**src/core/frsc_pkg.sv**
```systemverilog
// Purpose: shared constants and types of the fast role swap control block
// Assumes: 20 MHz aclk, AXI4-Lite with 32-bit data
// Notes: register byte address is four times the register index

package frsc_pkg;

    // bus widths
    localparam int ADDR_W = 16;
    localparam int DATA_W = 32;

    // register indices and byte addresses
    localparam logic [15:0] IDX_CTL = 16'h08A0;
    localparam logic [15:0] IDX_DEB = 16'h08A2;
    localparam logic [15:0] IDX_TXLEN = 16'h08A4;
    localparam logic [15:0] IDX_PINSEL = 16'h08A7;
    localparam logic [15:0] IDX_INT_STS = 16'h08B0;
    localparam logic [15:0] IDX_INT_MASK = 16'h08B1;
    localparam logic [15:0] ADDR_CTL = {IDX_CTL[13:0], 2'h0};
    localparam logic [15:0] ADDR_DEB = {IDX_DEB[13:0], 2'h0};
    localparam logic [15:0] ADDR_TXLEN = {IDX_TXLEN[13:0], 2'h0};
    localparam logic [15:0] ADDR_PINSEL = {IDX_PINSEL[13:0], 2'h0};
    localparam logic [15:0] ADDR_INT_STS = {IDX_INT_STS[13:0], 2'h0};
    localparam logic [15:0] ADDR_INT_MASK = {IDX_INT_MASK[13:0], 2'h0};

    // control and pin select register fields
    localparam int CTL_REQ = 15;
    localparam int CTL_DET = 14;
    localparam int CTL_PIN_EN = 13;
    localparam int CTL_PIN_LVL = 12;
    localparam int CTL_DAC_HI = 11;
    localparam int CTL_DAC_LO = 9;
    localparam int CTL_OVR = 8;
    localparam int CTL_SEL_HI = 5;
    localparam int CTL_SEL_LO = 4;
    localparam int PINSEL_HI = 7;
    localparam int PINSEL_LO = 4;

    // interrupt status bits
    localparam int INT_W = 2;
    localparam int INT_TX_DONE = 0;
    localparam int INT_DETECT = 1;

    // reset values
    localparam logic PIN_LVL_RST = 1'h1;
    localparam logic [2:0] DAC_RST = 3'h0;
    localparam logic [1:0] SEL_RST = 2'h0;
    localparam logic [7:0] BYTE_RST = 8'h00;
    localparam logic [3:0] PINSEL_RST = 4'h0;

    // timing
    localparam int CLK_PERIOD_NS = 50;
    localparam int CLK_MHZ = 20;
    localparam int DAC_MHZ = 12;
    localparam int US_NS = 1000;
    localparam int DEB_UNIT_NS = 5000;
    localparam int CYC_PER_US = US_NS / CLK_PERIOD_NS;
    localparam int CYC_PER_DEB = DEB_UNIT_NS / CLK_PERIOD_NS;
    localparam logic [2:0] DAC_MAX_CODE = 3'h6;

    // pins
    localparam int GP_N = 16;
    localparam int GP_SEL_W = 4;
    localparam int SYNC_N = GP_N + 2;
    localparam logic [SYNC_N-1:0] SYNC_RST = {2'h3, 16'h0000};

    // bus answers
    localparam logic [1:0] RESP_OKAY = 2'h0;
    localparam logic [1:0] RESP_SLVERR = 2'h2;

    // transmit sequencer
    typedef enum logic [2:0] {
        TX_IDLE = 3'b001,
        TX_SETUP = 3'b010,
        TX_DRIVE = 3'b100
    } frsc_tx_e;

endpackage : frsc_pkg

```
**src/core/frsc_tick_if.sv**
```systemverilog
// Purpose: rate enables between the timebase and the control core
// Assumes: all signals on aclk
// Notes: us_restart realigns the microsecond enable

`timescale 1ns/1ns

interface frsc_tick_if;
    logic tick_dac;
    logic tick_us;
    logic tick_deb;
    logic us_restart;
    modport src (output tick_dac, output tick_us, output tick_deb, input us_restart);
    modport snk (input tick_dac, input tick_us, input tick_deb, output us_restart);
endinterface : frsc_tick_if

```
**src/core/frsc_timebase.sv**
```systemverilog
// Purpose: one-cycle enables for the 12 MHz, 1 us and debounce rates
// Assumes: 20 MHz aclk
// Notes: 12 MHz enable is a fractional accumulator, so its spacing jitters

`timescale 1ns/1ns

module frsc_timebase
(
    // clock and reset
    input wire logic aclk,
    input wire logic aresetn,
    // enables
    frsc_tick_if.src tick
);
    import frsc_pkg::*;

    logic [4:0] acc_r;
    logic [4:0] us_cnt_r;
    logic [6:0] deb_cnt_r;
    logic dac_r;
    logic us_r;
    logic deb_r;
    logic [4:0] acc_sum;
    logic dac_wrap;
    logic us_wrap;
    logic deb_wrap;

    // 12 of every 20 cycles carry the dac enable
    assign acc_sum = acc_r + 5'(DAC_MHZ);
    assign dac_wrap = acc_sum >= 5'(CLK_MHZ);
    assign us_wrap = us_cnt_r == 5'(CYC_PER_US - 1);
    assign deb_wrap = deb_cnt_r == 7'(CYC_PER_DEB - 1);

    // dac rate accumulator
    always_ff @(posedge aclk) begin
        if (!aresetn) begin
            acc_r <= 5'h00;
            dac_r <= 1'b0;
        end else begin
            acc_r <= dac_wrap ? acc_sum - 5'(CLK_MHZ) : acc_sum;
            dac_r <= dac_wrap;
        end
    end

    // microsecond counter, restartable so a drive lasts whole microseconds
    always_ff @(posedge aclk) begin
        if (!aresetn || tick.us_restart) begin
            us_cnt_r <= 5'h00;
            us_r <= 1'b0;
        end else begin
            us_cnt_r <= us_wrap ? 5'h00 : us_cnt_r + 5'h01;
            us_r <= us_wrap;
        end
    end

    // debounce sample counter
    always_ff @(posedge aclk) begin
        if (!aresetn) begin
            deb_cnt_r <= 7'h00;
            deb_r <= 1'b0;
        end else begin
            deb_cnt_r <= deb_wrap ? 7'h00 : deb_cnt_r + 7'h01;
            deb_r <= deb_wrap;
        end
    end

    assign tick.tick_dac = dac_r;
    assign tick.tick_us = us_r;
    assign tick.tick_deb = deb_r;

endmodule : frsc_timebase

```
**src/core/frsc_core.sv**
```systemverilog
// Purpose: fast role swap signalling, detection and PD MAC isolation
// Assumes: 20 MHz aclk, AXI4-Lite slave, CC and pin inputs asynchronous
// Notes: CC pins are open drain, driven low only
//
// Overview of operation
// - writing one to swap_request sends swap signalling for the programmed length.
// - with swap_detect_enable set the selected CC line is watched, otherwise nothing is.
// - with pin_trigger_enable set, the selected pin asserting starts a transmission.
// - pin_trigger_level gives the asserting pin level and resets to one.
// - dac_setup_delay codes 0..6 give 0..500 ns of setup and code 7 gives 500 ns.
// - each setup code step is one period of the 12 MHz rate.
// - while mac_override is set the PD MAC is cut off from the CC pin in use.
// - the transmit sequencer sets mac_override as it starts driving.
// - a debounced received swap signal sets mac_override.
// - mac_override holds until firmware writes zero, which reconnects the MAC.
// - cc_pin_select 00 picks CC1, 01 picks CC2, 1x picks both.
// - a request is signalled by holding the CC line low for the whole interval.
// - swap_transmit_length counts in microseconds.
// - swap_cc_debounce sets how long received signalling must persist.
//
// Implementation choice: the AXI4-Lite interface to the registers.

`timescale 1ns/1ns

module frsc_core
(
    // clock and reset
    input wire logic aclk,
    input wire logic aresetn,
    // axi write address
    input wire logic [frsc_pkg::ADDR_W-1:0] s_axi_awaddr,
    input wire logic s_axi_awvalid,
    output logic s_axi_awready,
    // axi write data
    input wire logic [frsc_pkg::DATA_W-1:0] s_axi_wdata,
    input wire logic [3:0] s_axi_wstrb,
    input wire logic s_axi_wvalid,
    output logic s_axi_wready,
    // axi write response
    output logic [1:0] s_axi_bresp,
    output logic s_axi_bvalid,
    input wire logic s_axi_bready,
    // axi read
    input wire logic [frsc_pkg::ADDR_W-1:0] s_axi_araddr,
    input wire logic s_axi_arvalid,
    output logic s_axi_arready,
    output logic [frsc_pkg::DATA_W-1:0] s_axi_rdata,
    output logic [1:0] s_axi_rresp,
    output logic s_axi_rvalid,
    input wire logic s_axi_rready,
    // cc pins, open drain
    input wire logic cc1_in,
    output logic cc1_out,
    output logic cc1_oe_n,
    input wire logic cc2_in,
    output logic cc2_out,
    output logic cc2_oe_n,
    // trigger pins
    input wire logic [frsc_pkg::GP_N-1:0] general_purpose_pin,
    // pd mac isolation and interrupt
    output logic mac_cc1_disconnect,
    output logic mac_cc2_disconnect,
    output logic irq
);
    import frsc_pkg::*;

    frsc_tick_if tick ();

    frsc_timebase u_timebase (
        .aclk(aclk),
        .aresetn(aresetn),
        .tick(tick.src)
    );

    // bus state
    logic awready_r;
    logic wready_r;
    logic bvalid_r;
    logic [1:0] bresp_r;
    logic arready_r;
    logic rvalid_r;
    logic [1:0] rresp_r;
    logic [31:0] rdata_r;
    logic [15:0] awaddr_r;
    logic [31:0] wdata_r;
    logic [3:0] wstrb_r;

    // register state
    logic swap_request_r;
    logic swap_detect_enable_r;
    logic pin_trigger_enable_r;
    logic pin_trigger_level_r;
    logic [2:0] dac_setup_delay_r;
    logic mac_override_r;
    logic [1:0] cc_pin_select_r;
    logic [7:0] swap_cc_debounce_r;
    logic [7:0] swap_transmit_length_r;
    logic [3:0] trigger_pin_select_r;
    logic [INT_W-1:0] int_sts_r;
    logic [INT_W-1:0] int_mask_r;

    // pin state
    logic [SYNC_N-1:0] sync1_r;
    logic [SYNC_N-1:0] sync2_r;
    logic [SYNC_N-1:0] sync3_r;
    logic [SYNC_N-1:0] pin_r;
    logic pin_match_d_r;

    // sequencer and detector state
    frsc_tx_e tx_state_r;
    frsc_tx_e tx_state_nxt;
    logic [2:0] dac_cnt_r;
    logic [7:0] us_cnt_r;
    logic [7:0] det_cnt_r;
    logic det_seen_r;
    logic cc_low_r;
    logic mac1_r;
    logic mac2_r;
    logic irq_r;

    // decode wires
    logic wr_fire;
    logic wr_ctl;
    logic wr_hit;
    logic lane0;
    logic lane1;
    logic [15:0] ctl_word;
    logic [31:0] rd_word;
    logic rd_hit;
    logic sel_cc1;
    logic sel_cc2;
    logic pin_match;
    logic pin_fire;
    logic tx_start;
    logic setup_done;
    logic tx_end;
    logic drive_nxt;
    logic [2:0] dac_load;
    logic det_active;
    logic det_low;
    logic det_accept;
    logic ovr_set;
    logic [INT_W-1:0] sts_set;
    logic [INT_W-1:0] sts_clr;
    logic [INT_W-1:0] sts_nxt;

    // pin synchronisers: a change counts once stages two and three agree
    genvar gi;
    generate
        for (gi = 0; gi < SYNC_N; gi++) begin : g_sync
            always_ff @(posedge aclk) begin
                if (!aresetn) begin
                    sync1_r[gi] <= SYNC_RST[gi];
                    sync2_r[gi] <= SYNC_RST[gi];
                    sync3_r[gi] <= SYNC_RST[gi];
                    pin_r[gi] <= SYNC_RST[gi];
                end else begin
                    sync1_r[gi] <= gi < GP_N ? general_purpose_pin[gi % GP_N]
                                             : (gi == GP_N ? cc1_in : cc2_in);
                    sync2_r[gi] <= sync1_r[gi];
                    sync3_r[gi] <= sync2_r[gi];
                    if (sync2_r[gi] == sync3_r[gi]) begin
                        pin_r[gi] <= sync3_r[gi];
                    end
                end
            end
        end
    endgenerate

    // write path: both channels held, then one write and one response
    assign wr_fire = !awready_r && !wready_r && !bvalid_r;
    assign lane0 = wstrb_r[0];
    assign lane1 = wstrb_r[1];
    assign wr_ctl = wr_fire && awaddr_r == ADDR_CTL;
    assign wr_hit = awaddr_r == ADDR_CTL || awaddr_r == ADDR_DEB
        || awaddr_r == ADDR_TXLEN || awaddr_r == ADDR_PINSEL
        || awaddr_r == ADDR_INT_STS || awaddr_r == ADDR_INT_MASK;

    // address and data may be taken in either order
    always_ff @(posedge aclk) begin
        if (!aresetn) begin
            awready_r <= 1'b1;
            wready_r <= 1'b1;
            bvalid_r <= 1'b0;
            bresp_r <= RESP_OKAY;
            awaddr_r <= 16'h0000;
            wdata_r <= 32'h0000_0000;
            wstrb_r <= 4'h0;
        end else begin
            if (s_axi_awvalid && awready_r) begin
                awaddr_r <= s_axi_awaddr;
                awready_r <= 1'b0;
            end
            if (s_axi_wvalid && wready_r) begin
                wdata_r <= s_axi_wdata;
                wstrb_r <= s_axi_wstrb;
                wready_r <= 1'b0;
            end
            if (wr_fire) begin
                bvalid_r <= 1'b1;
                bresp_r <= wr_hit ? RESP_OKAY : RESP_SLVERR;
            end
            if (bvalid_r && s_axi_bready) begin
                bvalid_r <= 1'b0;
                awready_r <= 1'b1;
                wready_r <= 1'b1;
            end
        end
    end

    // read mux; reserved bits and unmapped addresses read zero
    assign ctl_word = {swap_request_r, swap_detect_enable_r, pin_trigger_enable_r,
        pin_trigger_level_r, dac_setup_delay_r, mac_override_r, 2'h0,
        cc_pin_select_r, 4'h0};
    assign rd_hit = s_axi_araddr == ADDR_CTL || s_axi_araddr == ADDR_DEB
        || s_axi_araddr == ADDR_TXLEN || s_axi_araddr == ADDR_PINSEL
        || s_axi_araddr == ADDR_INT_STS || s_axi_araddr == ADDR_INT_MASK;
    assign rd_word =
        s_axi_araddr == ADDR_CTL ? {16'h0000, ctl_word} :
        s_axi_araddr == ADDR_DEB ? {24'h000000, swap_cc_debounce_r} :
        s_axi_araddr == ADDR_TXLEN ? {24'h000000, swap_transmit_length_r} :
        s_axi_araddr == ADDR_PINSEL ? {24'h000000, trigger_pin_select_r, 4'h0} :
        s_axi_araddr == ADDR_INT_STS ? {30'h0000_0000, int_sts_r} :
        s_axi_araddr == ADDR_INT_MASK ? {30'h0000_0000, int_mask_r} :
        32'h0000_0000;

    // read path: answer one cycle after the address is taken
    always_ff @(posedge aclk) begin
        if (!aresetn) begin
            arready_r <= 1'b1;
            rvalid_r <= 1'b0;
            rresp_r <= RESP_OKAY;
            rdata_r <= 32'h0000_0000;
        end else if (s_axi_arvalid && arready_r) begin
            arready_r <= 1'b0;
            rvalid_r <= 1'b1;
            rdata_r <= rd_word;
            rresp_r <= rd_hit ? RESP_OKAY : RESP_SLVERR;
        end else if (rvalid_r && s_axi_rready) begin
            rvalid_r <= 1'b0;
            arready_r <= 1'b1;
        end
    end

    // plain configuration registers
    always_ff @(posedge aclk) begin
        if (!aresetn) begin
            swap_detect_enable_r <= 1'b0;
            pin_trigger_enable_r <= 1'b0;
            pin_trigger_level_r <= PIN_LVL_RST;
            dac_setup_delay_r <= DAC_RST;
            cc_pin_select_r <= SEL_RST;
            swap_cc_debounce_r <= BYTE_RST;
            swap_transmit_length_r <= BYTE_RST;
            trigger_pin_select_r <= PINSEL_RST;
            int_mask_r <= '0;
        end else begin
            if (wr_ctl && lane1) begin
                swap_detect_enable_r <= wdata_r[CTL_DET];
                pin_trigger_enable_r <= wdata_r[CTL_PIN_EN];
                pin_trigger_level_r <= wdata_r[CTL_PIN_LVL];
                dac_setup_delay_r <= wdata_r[CTL_DAC_HI:CTL_DAC_LO];
            end
            if (wr_ctl && lane0) begin
                cc_pin_select_r <= wdata_r[CTL_SEL_HI:CTL_SEL_LO];
            end
            if (wr_fire && lane0 && awaddr_r == ADDR_DEB) begin
                swap_cc_debounce_r <= wdata_r[7:0];
            end
            if (wr_fire && lane0 && awaddr_r == ADDR_TXLEN) begin
                swap_transmit_length_r <= wdata_r[7:0];
            end
            if (wr_fire && lane0 && awaddr_r == ADDR_PINSEL) begin
                trigger_pin_select_r <= wdata_r[PINSEL_HI:PINSEL_LO];
            end
            if (wr_fire && lane0 && awaddr_r == ADDR_INT_MASK) begin
                int_mask_r <= wdata_r[INT_W-1:0];
            end
        end
    end

    assign sel_cc1 = cc_pin_select_r[1] || !cc_pin_select_r[0];
    assign sel_cc2 = cc_pin_select_r[1] || cc_pin_select_r[0];

    // pin level match; fire on the edge into assertion
    assign pin_match = pin_r[trigger_pin_select_r] == pin_trigger_level_r;
    assign pin_fire = pin_trigger_enable_r && pin_match && !pin_match_d_r;

    always_ff @(posedge aclk) begin
        if (!aresetn) begin
            pin_match_d_r <= 1'b0;
        end else begin
            pin_match_d_r <= pin_trigger_enable_r && pin_match;
        end
    end

    // codes above six clamp to the 500 ns step
    assign dac_load = dac_setup_delay_r > DAC_MAX_CODE ? DAC_MAX_CODE : dac_setup_delay_r;
    // request or pin starts the sequence
    assign tx_start = tx_state_r == TX_IDLE && (swap_request_r || pin_fire);
    assign setup_done = tx_state_r == TX_SETUP && dac_cnt_r == 3'h0;
    // length in whole microseconds, a zero length still ends cleanly
    assign tx_end = tx_state_r == TX_DRIVE && us_cnt_r >= swap_transmit_length_r;
    assign tick.us_restart = setup_done;

    // transmit sequencer next state
    always_comb begin
        tx_state_nxt = tx_state_r;
        unique case (tx_state_r)
            TX_IDLE: begin
                if (tx_start) begin
                    tx_state_nxt = TX_SETUP;
                end
            end
            TX_SETUP: begin
                if (setup_done) begin
                    tx_state_nxt = TX_DRIVE;
                end
            end
            TX_DRIVE: begin
                if (tx_end) begin
                    tx_state_nxt = TX_IDLE;
                end
            end
            default: begin
                tx_state_nxt = TX_IDLE;
            end
        endcase
    end

    // sequencer counters
    always_ff @(posedge aclk) begin
        if (!aresetn) begin
            tx_state_r <= TX_IDLE;
            dac_cnt_r <= 3'h0;
            us_cnt_r <= 8'h00;
        end else begin
            tx_state_r <= tx_state_nxt;
            if (tx_start) begin
                dac_cnt_r <= dac_load;
            // one step per 12 MHz enable
            end else if (tx_state_r == TX_SETUP && tick.tick_dac && dac_cnt_r != 3'h0) begin
                dac_cnt_r <= dac_cnt_r - 3'h1;
            end
            if (setup_done) begin
                us_cnt_r <= 8'h00;
            end else if (tx_state_r == TX_DRIVE && tick.tick_us) begin
                us_cnt_r <= us_cnt_r + 8'h01;
            end
        end
    end

    // pull the chosen lines low for exactly the drive state
    assign drive_nxt = tx_state_nxt == TX_DRIVE;

    always_ff @(posedge aclk) begin
        if (!aresetn) begin
            cc1_oe_n <= 1'b1;
            cc2_oe_n <= 1'b1;
            cc_low_r <= 1'b0;
        end else begin
            cc1_oe_n <= !(drive_nxt && sel_cc1);
            cc2_oe_n <= !(drive_nxt && sel_cc2);
            cc_low_r <= 1'b0;
        end
    end

    // watch only when enabled, and never our own drive
    assign det_active = swap_detect_enable_r && tx_state_r == TX_IDLE;
    assign det_low = (sel_cc1 && !pin_r[GP_N]) || (sel_cc2 && !pin_r[GP_N + 1]);
    // low must persist for the programmed number of sample units
    assign det_accept = det_active && det_low && tick.tick_deb && !det_seen_r
        && det_cnt_r >= swap_cc_debounce_r;

    // debounce counter, rearmed when the line goes back high
    always_ff @(posedge aclk) begin
        if (!aresetn) begin
            det_cnt_r <= 8'h00;
            det_seen_r <= 1'b0;
        end else if (!det_active || !det_low) begin
            det_cnt_r <= 8'h00;
            det_seen_r <= 1'b0;
        end else if (tick.tick_deb) begin
            if (det_cnt_r != 8'hFF) begin
                det_cnt_r <= det_cnt_r + 8'h01;
            end
            det_seen_r <= det_seen_r || det_accept;
        end
    end

    // sequencer sets override; accepted detection sets it too
    assign ovr_set = setup_done || det_accept;

    // request and override; a hardware set wins over a same-cycle clear
    always_ff @(posedge aclk) begin
        if (!aresetn) begin
            swap_request_r <= 1'b0;
            mac_override_r <= 1'b0;
        end else begin
            // self-clear once the drive has been released
            swap_request_r <= (swap_request_r && !tx_end)
                || (wr_ctl && lane1 && wdata_r[CTL_REQ]);
            if (ovr_set) begin
                mac_override_r <= 1'b1;
            end else if (wr_ctl && lane1) begin
                mac_override_r <= wdata_r[CTL_OVR];
            end
        end
    end

    // isolate the MAC from the pins in use
    always_ff @(posedge aclk) begin
        if (!aresetn) begin
            mac1_r <= 1'b0;
            mac2_r <= 1'b0;
        end else begin
            mac1_r <= mac_override_r && sel_cc1;
            mac2_r <= mac_override_r && sel_cc2;
        end
    end

    // sticky events, write one to clear, set wins
    assign sts_set = {det_accept, tx_end};
    assign sts_clr = wr_fire && lane0 && awaddr_r == ADDR_INT_STS ? wdata_r[INT_W-1:0] : '0;
    assign sts_nxt = sts_set | (int_sts_r & ~sts_clr);

    always_ff @(posedge aclk) begin
        if (!aresetn) begin
            int_sts_r <= '0;
            irq_r <= 1'b0;
        end else begin
            int_sts_r <= sts_nxt;
            irq_r <= |(sts_nxt & int_mask_r);
        end
    end

    // outputs
    assign s_axi_awready = awready_r;
    assign s_axi_wready = wready_r;
    assign s_axi_bvalid = bvalid_r;
    assign s_axi_bresp = bresp_r;
    assign s_axi_arready = arready_r;
    assign s_axi_rvalid = rvalid_r;
    assign s_axi_rresp = rresp_r;
    assign s_axi_rdata = rdata_r;
    assign cc1_out = cc_low_r;
    assign cc2_out = cc_low_r;
    assign mac_cc1_disconnect = mac1_r;
    assign mac_cc2_disconnect = mac2_r;
    assign irq = irq_r;

endmodule : frsc_core

```
**config.mk**
```make
export PLATFORM = sky130hd
export DESIGN_NAME = frsc_core
export DESIGN_NICKNAME = d
export VERILOG_FILES = /design/src/core/frsc_pkg.sv /design/src/core/frsc_tick_if.sv /design/src/core/frsc_timebase.sv /design/src/core/frsc_core.sv
export SDC_FILE = /design/constraint.sdc
export NUM_CORES = 1
export LEC_CHECK = 0
export BUFFER_PORTS_ARGS = -buffer_cell sky130_fd_sc_hd__buf_2
export CORE_UTILIZATION = 50
export CTS_CLUSTER_DIAMETER = 80
export DETAILED_ROUTE_END_ITERATION = 7
export GPL_TIMING_DRIVEN = 0
export PLACE_DENSITY = 0.82
export SLEW_MARGIN = 40
export SYNTH_ARGS = -nofsm -noshare
export SYNTH_HDL_FRONTEND = slang
export SYNTH_SLANG_ARGS = --single-unit
```
**constraint.sdc**
```tcl
create_clock -name aclk -period 2 [get_ports aclk]
set_clock_uncertainty 0.05 [all_clocks]
set_input_delay 0.4 -clock aclk [delete_from_list [all_inputs] [get_ports aclk]]
set_output_delay 0.4 -clock aclk [all_outputs]
set_load 0.02 [all_outputs]
```
=== Yosys cells after proc, flatten, opt, wreduce, memory -nomap -nowiden ===
Index checks and enable logic that the tools add are counted.

* $add $sub $neg: 7
* $lt $le $gt $ge: 5
* Equal/unequal tests: 38
* Mux-type cells: 25
* Bitwise operators: 5
* Reduce and logical (&&, ||, !) cells: 82

{| class="wikitable"
|+ Operators with widths
! operator !! count
|-
| 16-bit by 14-bit == test with 1-bit output (second input constant) || 12
|-
| 1-bit logical AND || 37
|-
| 8-bit 2-to-1 mux || 3
|-
| 1-bit == test || 19
|-
| 1-bit logical OR || 19
|-
| 3-bit 2-to-1 mux || 6
|-
| 8-bit by 1-bit adder with 8-bit output (second input constant) || 2
|-
| 8-bit >= comparator || 2
|-
| 16-bit 2-to-1 mux || 1
|-
| 1-bit logical NOT || 14
|-
| 2-bit OR reduction || 6
|-
| 2-bit 2-to-1 mux || 5
|-
| 3-bit case mux with 3 select lines || 1
|-
| 8-bit != test (second input constant) || 1
|-
| 7-bit by 1-bit adder with 7-bit output (second input constant) || 1
|-
| 7-bit == test (second input constant) || 1
|-
| 1-bit 2-to-1 mux || 7
|-
| 3-bit == test (second input constant) || 2
|-
| 4-bit by 6-bit less-than comparator with 1-bit output (second input constant) || 1
|-
| 2-bit nonzero test || 3
|-
| 5-bit by 1-bit adder with 5-bit output (second input constant) || 1
|-
| 5-bit by 4-bit adder with 5-bit output (second input constant) || 1
|-
| 5-bit == test (second input constant) || 1
|-
| 5-bit >= comparator (second input constant) || 1
|-
| 14 further kinds || 15
|}

* Register bits: 230
* Bits of input ports: 93
* Output and inout port bits: 48
* Logic and storage cells: 274

=== Depth between registers and ports, before layout ===
* Depth after elaboration: 12
* Mapped depth: 8
* Mapped depth without buffers: 8

=== Modules after synthesis ===
Synthesis repeated with hierarchy kept, for this count alone.

* Cell total of the unflattened synthesis: 906
* Area total of the unflattened synthesis: 8413.1 um2

{| class="wikitable"
|+ By module, submodules not included
! module !! instances !! cells each !! area an instance (um2) !! sequential area each (um2)
|-
| frsc_core || 1 || 830 || 7683.6 || 3843.7
|-
| frsc_timebase || 1 || 76 || 729.4 || 360.3
|}

=== Worst setup path before layout ===
Ideal clock, no wire load.

* Kind: register to register
* From: register swap_transmit_length_r[5]
* To: register cc1_oe_n
* Arrival time: 1951 ps
* Required time: 1815 ps
* Slack: -136 ps
* Stages on the path, launching flop included: 8
* Buffers on the path: 0
* Period minus slack after synthesis: 2136 ps
* Path through: dfxtp_1 -> inv_1 -> ha_1 -> a2111oi_0 -> a31o_2 -> a31oi_1 -> a211oi_1 -> o21ai_0

* Word-level cells in the longest chain between the ends: 7

{| class="wikitable"
|+ RTL lines
! element !! RTL line !! source
|-
| from (decl) || frsc_core.sv:97 || <nowiki>logic [7:0] swap_transmit_length_r;</nowiki>
|-
| from (signal assigned) || frsc_core.sv:271 || <nowiki>swap_transmit_length_r <= wdata_r[7:0];</nowiki>
|-
| 8-bit >= comparator || frsc_core.sv:303 || <nowiki>assign tx_end = tx_state_r == TX_DRIVE && us_cnt_r >= swap_transmit_length_r;</nowiki>
|-
| 1-bit logical AND || frsc_core.sv:303 ||
|-
| 3-bit 2-to-1 mux || frsc_core.sv:321 || <nowiki>if (tx_end) begin</nowiki>
|-
| 3-bit case mux with 3 select lines || frsc_core.sv:309 || <nowiki>unique case (tx_state_r)</nowiki>
|-
| 3-bit == test || frsc_core.sv:354 || <nowiki>assign drive_nxt = tx_state_nxt == TX_DRIVE;</nowiki>
|-
| 1-bit logical AND || frsc_core.sv:362 || <nowiki>cc1_oe_n <= !(drive_nxt && sel_cc1);</nowiki>
|-
| 1-bit logical NOT || frsc_core.sv:362 ||
|-
| to (signal assigned) || frsc_core.sv:362 ||
|-
| to (decl) || frsc_core.sv:54 || <nowiki>output logic cc1_oe_n,</nowiki>
|}

Every way passes these cells.
A chain may end at the register's enable or synchronous reset.

=== Worst setup path in the final report ===
* From: register trigger_pin_select_r[2]
* To: register dac_cnt_r[0]

* Word-level cells in the longest chain between the ends: 8

{| class="wikitable"
|+ RTL lines
! element !! RTL line !! source
|-
| from (decl) || frsc_core.sv:98 || <nowiki>logic [3:0] trigger_pin_select_r;</nowiki>
|-
| from (signal assigned) || frsc_core.sv:274 || <nowiki>trigger_pin_select_r <= wdata_r[PINSEL_HI:PINSEL_LO];</nowiki>
|-
| 1-bit binary-select mux with 4-bit select (*) || frsc_core.sv:286 || <nowiki>assign pin_match = pin_r[trigger_pin_select_r] == pin_trigger_level_r;</nowiki>
|-
| 1-bit 2-to-1 mux (not written as such) (*) || frsc_core.sv:286 ||
|-
| 1-bit == test (*) || frsc_core.sv:286 ||
|-
| 1-bit logical AND (*) (2 in a row) || frsc_core.sv:287 || <nowiki>assign pin_fire = pin_trigger_enable_r && pin_match && !pin_match_d_r;</nowiki>
|-
| 1-bit logical OR (*) || frsc_core.sv:300 || <nowiki>assign tx_start = tx_state_r == TX_IDLE && (swap_request_r || pin_fire);</nowiki>
|-
| 1-bit logical AND (*) || frsc_core.sv:300 ||
|-
| 3-bit 2-to-1 mux or 2-bit nonzero test (tied branches) || -- ||
|-
| to (signal assigned) || frsc_core.sv:340 || <nowiki>dac_cnt_r <= dac_load;</nowiki>
|-
| to (signal assigned) || frsc_core.sv:343 || <nowiki>dac_cnt_r <= dac_cnt_r - 3'h1;</nowiki>
|-
| to (decl) || frsc_core.sv:112 || <nowiki>logic [2:0] dac_cnt_r;</nowiki>
|}

Mark *: on every way between the ends. The rest lies on a longest branch, timed or not. The select of a mux whose other input is x is not followed.

==> impl_results.md <==
* Site Rows at 46
* DRC viols at 0
* Clk pin slew, worst setup/hold paths at 60 ps
* CP Class: reg2reg
* Layout Area Growth over Synthesis at 23.2%
* Pleak at roughly 4.0 nW
* Final-report max-slew violation count at 0
* Post-synth EDFFs at 0
* WHS Path Cells at 2
* Die height at roughly 130 um
* Fraction of layout cells with a size suffix above 1 at 0.209
* Slew headroom at 0.511
* Worst Path Arrival at 2630 ps
* CORE AREA at 0.0161 mm2
* Area leader, netlist: dfxtp_1
* Clock latency on the worst-skew pair at between 500 and 600 ps
* Die ar. at 0.0171 mm2
* Post-Synth Adder-Cell Area at 0.0377
* Synth Area in Compound Gates at 0.111
* Die width at around 130 um
* Iter 0 DRT Violations at 455
* Drt pass-1 iters at 7
* Most frequent cells after synthesis: 210 x dfxtp_1, 138 x nand2_1, 82 x nor2_1
* Largest family of logic cells by synthesized area: simple AND/OR/NAND/NOR gates
* Routed WL at roughly 20000 um
* Hold Path End: sync1_r[17]
* Final Hold Vio Count at 0
* RePlAce Congestion at 0.822
* Endpoint class of the critical path: register
* #FFs+latches synth at 210
* Status: finished with violations
* Final Net Count at around 1200
* Hold Startpoint: cc2_in
* Worst-path maximum fanout at 6
* Vias at slightly below 7000
* Mux contribution to synthesized area at 0.0595
* Most frequent cell after synthesis: dfxtp_1
* Min Tclk post-route at 2240 ps
* Post-CTS Hold Fix Bufs at 0
* # diodes at 0
* CTS root buf: clkbuf_16
* Final HPWL DP at 13800 um
* Reg-to-reg startpoint: trigger_pin_select_r[2]
* Pre-CTS WS at -456 ps
* Flop-to-flop setup slack at -240 ps
* TritonCTS Buffers at 22
* Mapped Area at between 0.008 and 0.009 mm2
* Vias in the first global route at 6459
* Final setup TNS at -689 ps
* Top-area cell type share of the netlist area at 0.506
* IO Pins at 141
* Initial Util at 0.517
* Synth Instances at 907
* Hold crit path type: in2reg
* Max Cap Viol at 0
* XOR/XNOR share of the synthesized area at 0.0253
* Final worst slack at -238 ps
* Worst slew pin tran at between 700 and 800 ps
* Vias per cell at 5.24
* Critical path startpoint: trigger_pin_select_r[2]
* R2r worst-path depth at 8
* Worst setup SP type: register
* Antenna Nets Post-Route at 0
* RSZ-0062 raised after global routing: yes
* # H-tree levels at 1
* RR Endpoint: dac_cnt_r[0]
* Period utilization at 1.12
* F_max at 0.447 GHz
* Total GRT Usage at 0.237
* Power Dens Cells at 898 mW/mm2
* Total grt overflow at 0
* Setup violators final at 5
* Routed wire per std cell at 15.4 um
* Antenna violations before repair at 0
* Post-synth ARST share at 0
* Buffers added on ports at 101
* Peak VDD IR at approximately 0.66 mV
* Failing checks: negative setup slack
* Synth Warn # at 0
* Seq/Total Area, Yosys at 0.506
* Final hold slack at 36.4 ps
* Clock Sinks at 210
* Count of different cell masters after synthesis at 57
* Post-synthesis simple-gate area fraction at 0.210
* CTS tree: built
* Max Root-Sink Buffers at 3
* Synth Area per Inst at 9.16 um2
* Global-route wire length before repair at 31500 um
* Main synth FF type: dfxtp_1
* Largest net degree at the start of global routing at 16
* Worst EP required at ~2400 ps
* Synth area leaders: dfxtp_1 51%, nand2_1 6.2%, a21oi_1 4.9%, mux2i_1 4.5%, and2_1 4.1%
sequential cells by signal, indices dropped and copies added (netlist names), 2 cells and up:
signal / cells
swap_cc_debounce_r: 8
wdata_r: 16
int_mask_r: 2
swap_transmit_length_r: 8
u_timebase.acc_r: 3
tx_state_r: 3
dac_setup_delay_r: 3
trigger_pin_select_r: 4
sync2_r: 18
u_timebase.us_cnt_r: 5
cc_pin_select_r: 2
awaddr_r: 16
dac_cnt_r: 3
s_axi_rdata: 16
sync1_r: 18
int_sts_r: 2
pin_r: 18
sync3_r: 18
det_cnt_r: 8
wstrb_r: 2
us_cnt_r: 8
u_timebase.deb_cnt_r: 7
metal layers:
layer  routed length, um  vias to the layer above  track usage
met1                8800                     3170        0.306
met4                 641                        0       0.0980
met3                1280                       54       0.0371
met5                   0                        -            0
li1                    -                     3349            -
met2                9290                      219        0.394
critical path, cell delays in order, from the launching register on:
cell	delay, ps
dfxtp_2	320
buf_6	130
mux4_2	510
mux2i_2	230
mux2i_2	310
o41ai_4	90
buf_4	170
a211o_1	230
a21oi_2	120
cell type report:
class / count / area [um2]
clock buffers: 25 / 582
flip-flops and latches: 210 / 4220
well taps: 216 / 270
fillers: 1277 / 5830
plain buffers: 53 / 294
multi-input cells: 629 / 3960
repair buffers: 114 / 619
clock inverters: 15 / 159
inverters: 34 / 128
worst max path at each step:
stage | slack, ps | cells after the start | end
2_1_floorplan | -50 | 7 | dac_cnt_r[2]
3_3_place_gp | -440 | 7 | s_axi_rresp[1]
3_5_place_dp | -460 | 7 | s_axi_rresp[1]
4_1_cts | -240 | 8 | dac_cnt_r[0]
5_1_grt | -330 | 8 | dac_cnt_r[0]
6_report | -240 | 8 | dac_cnt_r[0]
logic make-up after synthesis:
kind of cell	Yosys count
muxes	43
adders and majority gates	25
AOI/OAI and AO/OA	157
DFF	210
other	1
and+or+nand+nor	360
xor gates and xnor gates	24
buffers and inverters	87
cell usage in the layout (no fill, tap or decap), types with 13 or more instances in the layout:
| master | n |
|---|---|
| clkbuf_1 | 29 |
| nor2_1 | 82 |
| inv_1 | 30 |
| o21ai_0 | 27 |
| clkbuf_16 | 22 |
| and2_1 | 54 |
| buf_4 | 32 |
| ha_1 | 21 |
| nand2_1 | 138 |
| nand2b_1 | 13 |
| a21oi_1 | 78 |
| conb_1 | 20 |
| dfxtp_1 | 201 |
| buf_2 | 101 |
| mux2i_1 | 35 |
| nand3_1 | 19 |
what timing repair did:
action	in CTS	in global routing
resized for setup	24	25
setup buffers	6	7
endpoints found under the setup margin	48	44
pin swaps	7	10
metrics by stage:
| step | area (um2) | instances | total power, mW | utilization |
|---|---|---|---|---|
| detailed placement | 9180 | 1243 | 5.16 | 0.572 |
| finish | 10200 | 1296 | 9.18 | 0.637 |
| global placement | 9180 | 1243 | 5.13 | 0.572 |
| floorplan | 8400 | 926 | 4.94 | - |
| CTS | 10100 | 1289 | 9.22 | 0.627 |
| global route | 10200 | 1296 | 9.50 | 0.637 |
power by group:
group | total [mW] | internal [mW] | switching [mW]
clock network | 4.10 | 2.38 | 1.72
logic | 0.652 | 0.264 | 0.388
registers | 4.43 | 4.33 | 0.107
total | 9.18 | 6.97 | 2.21
(Power assumes the default switching activity.)
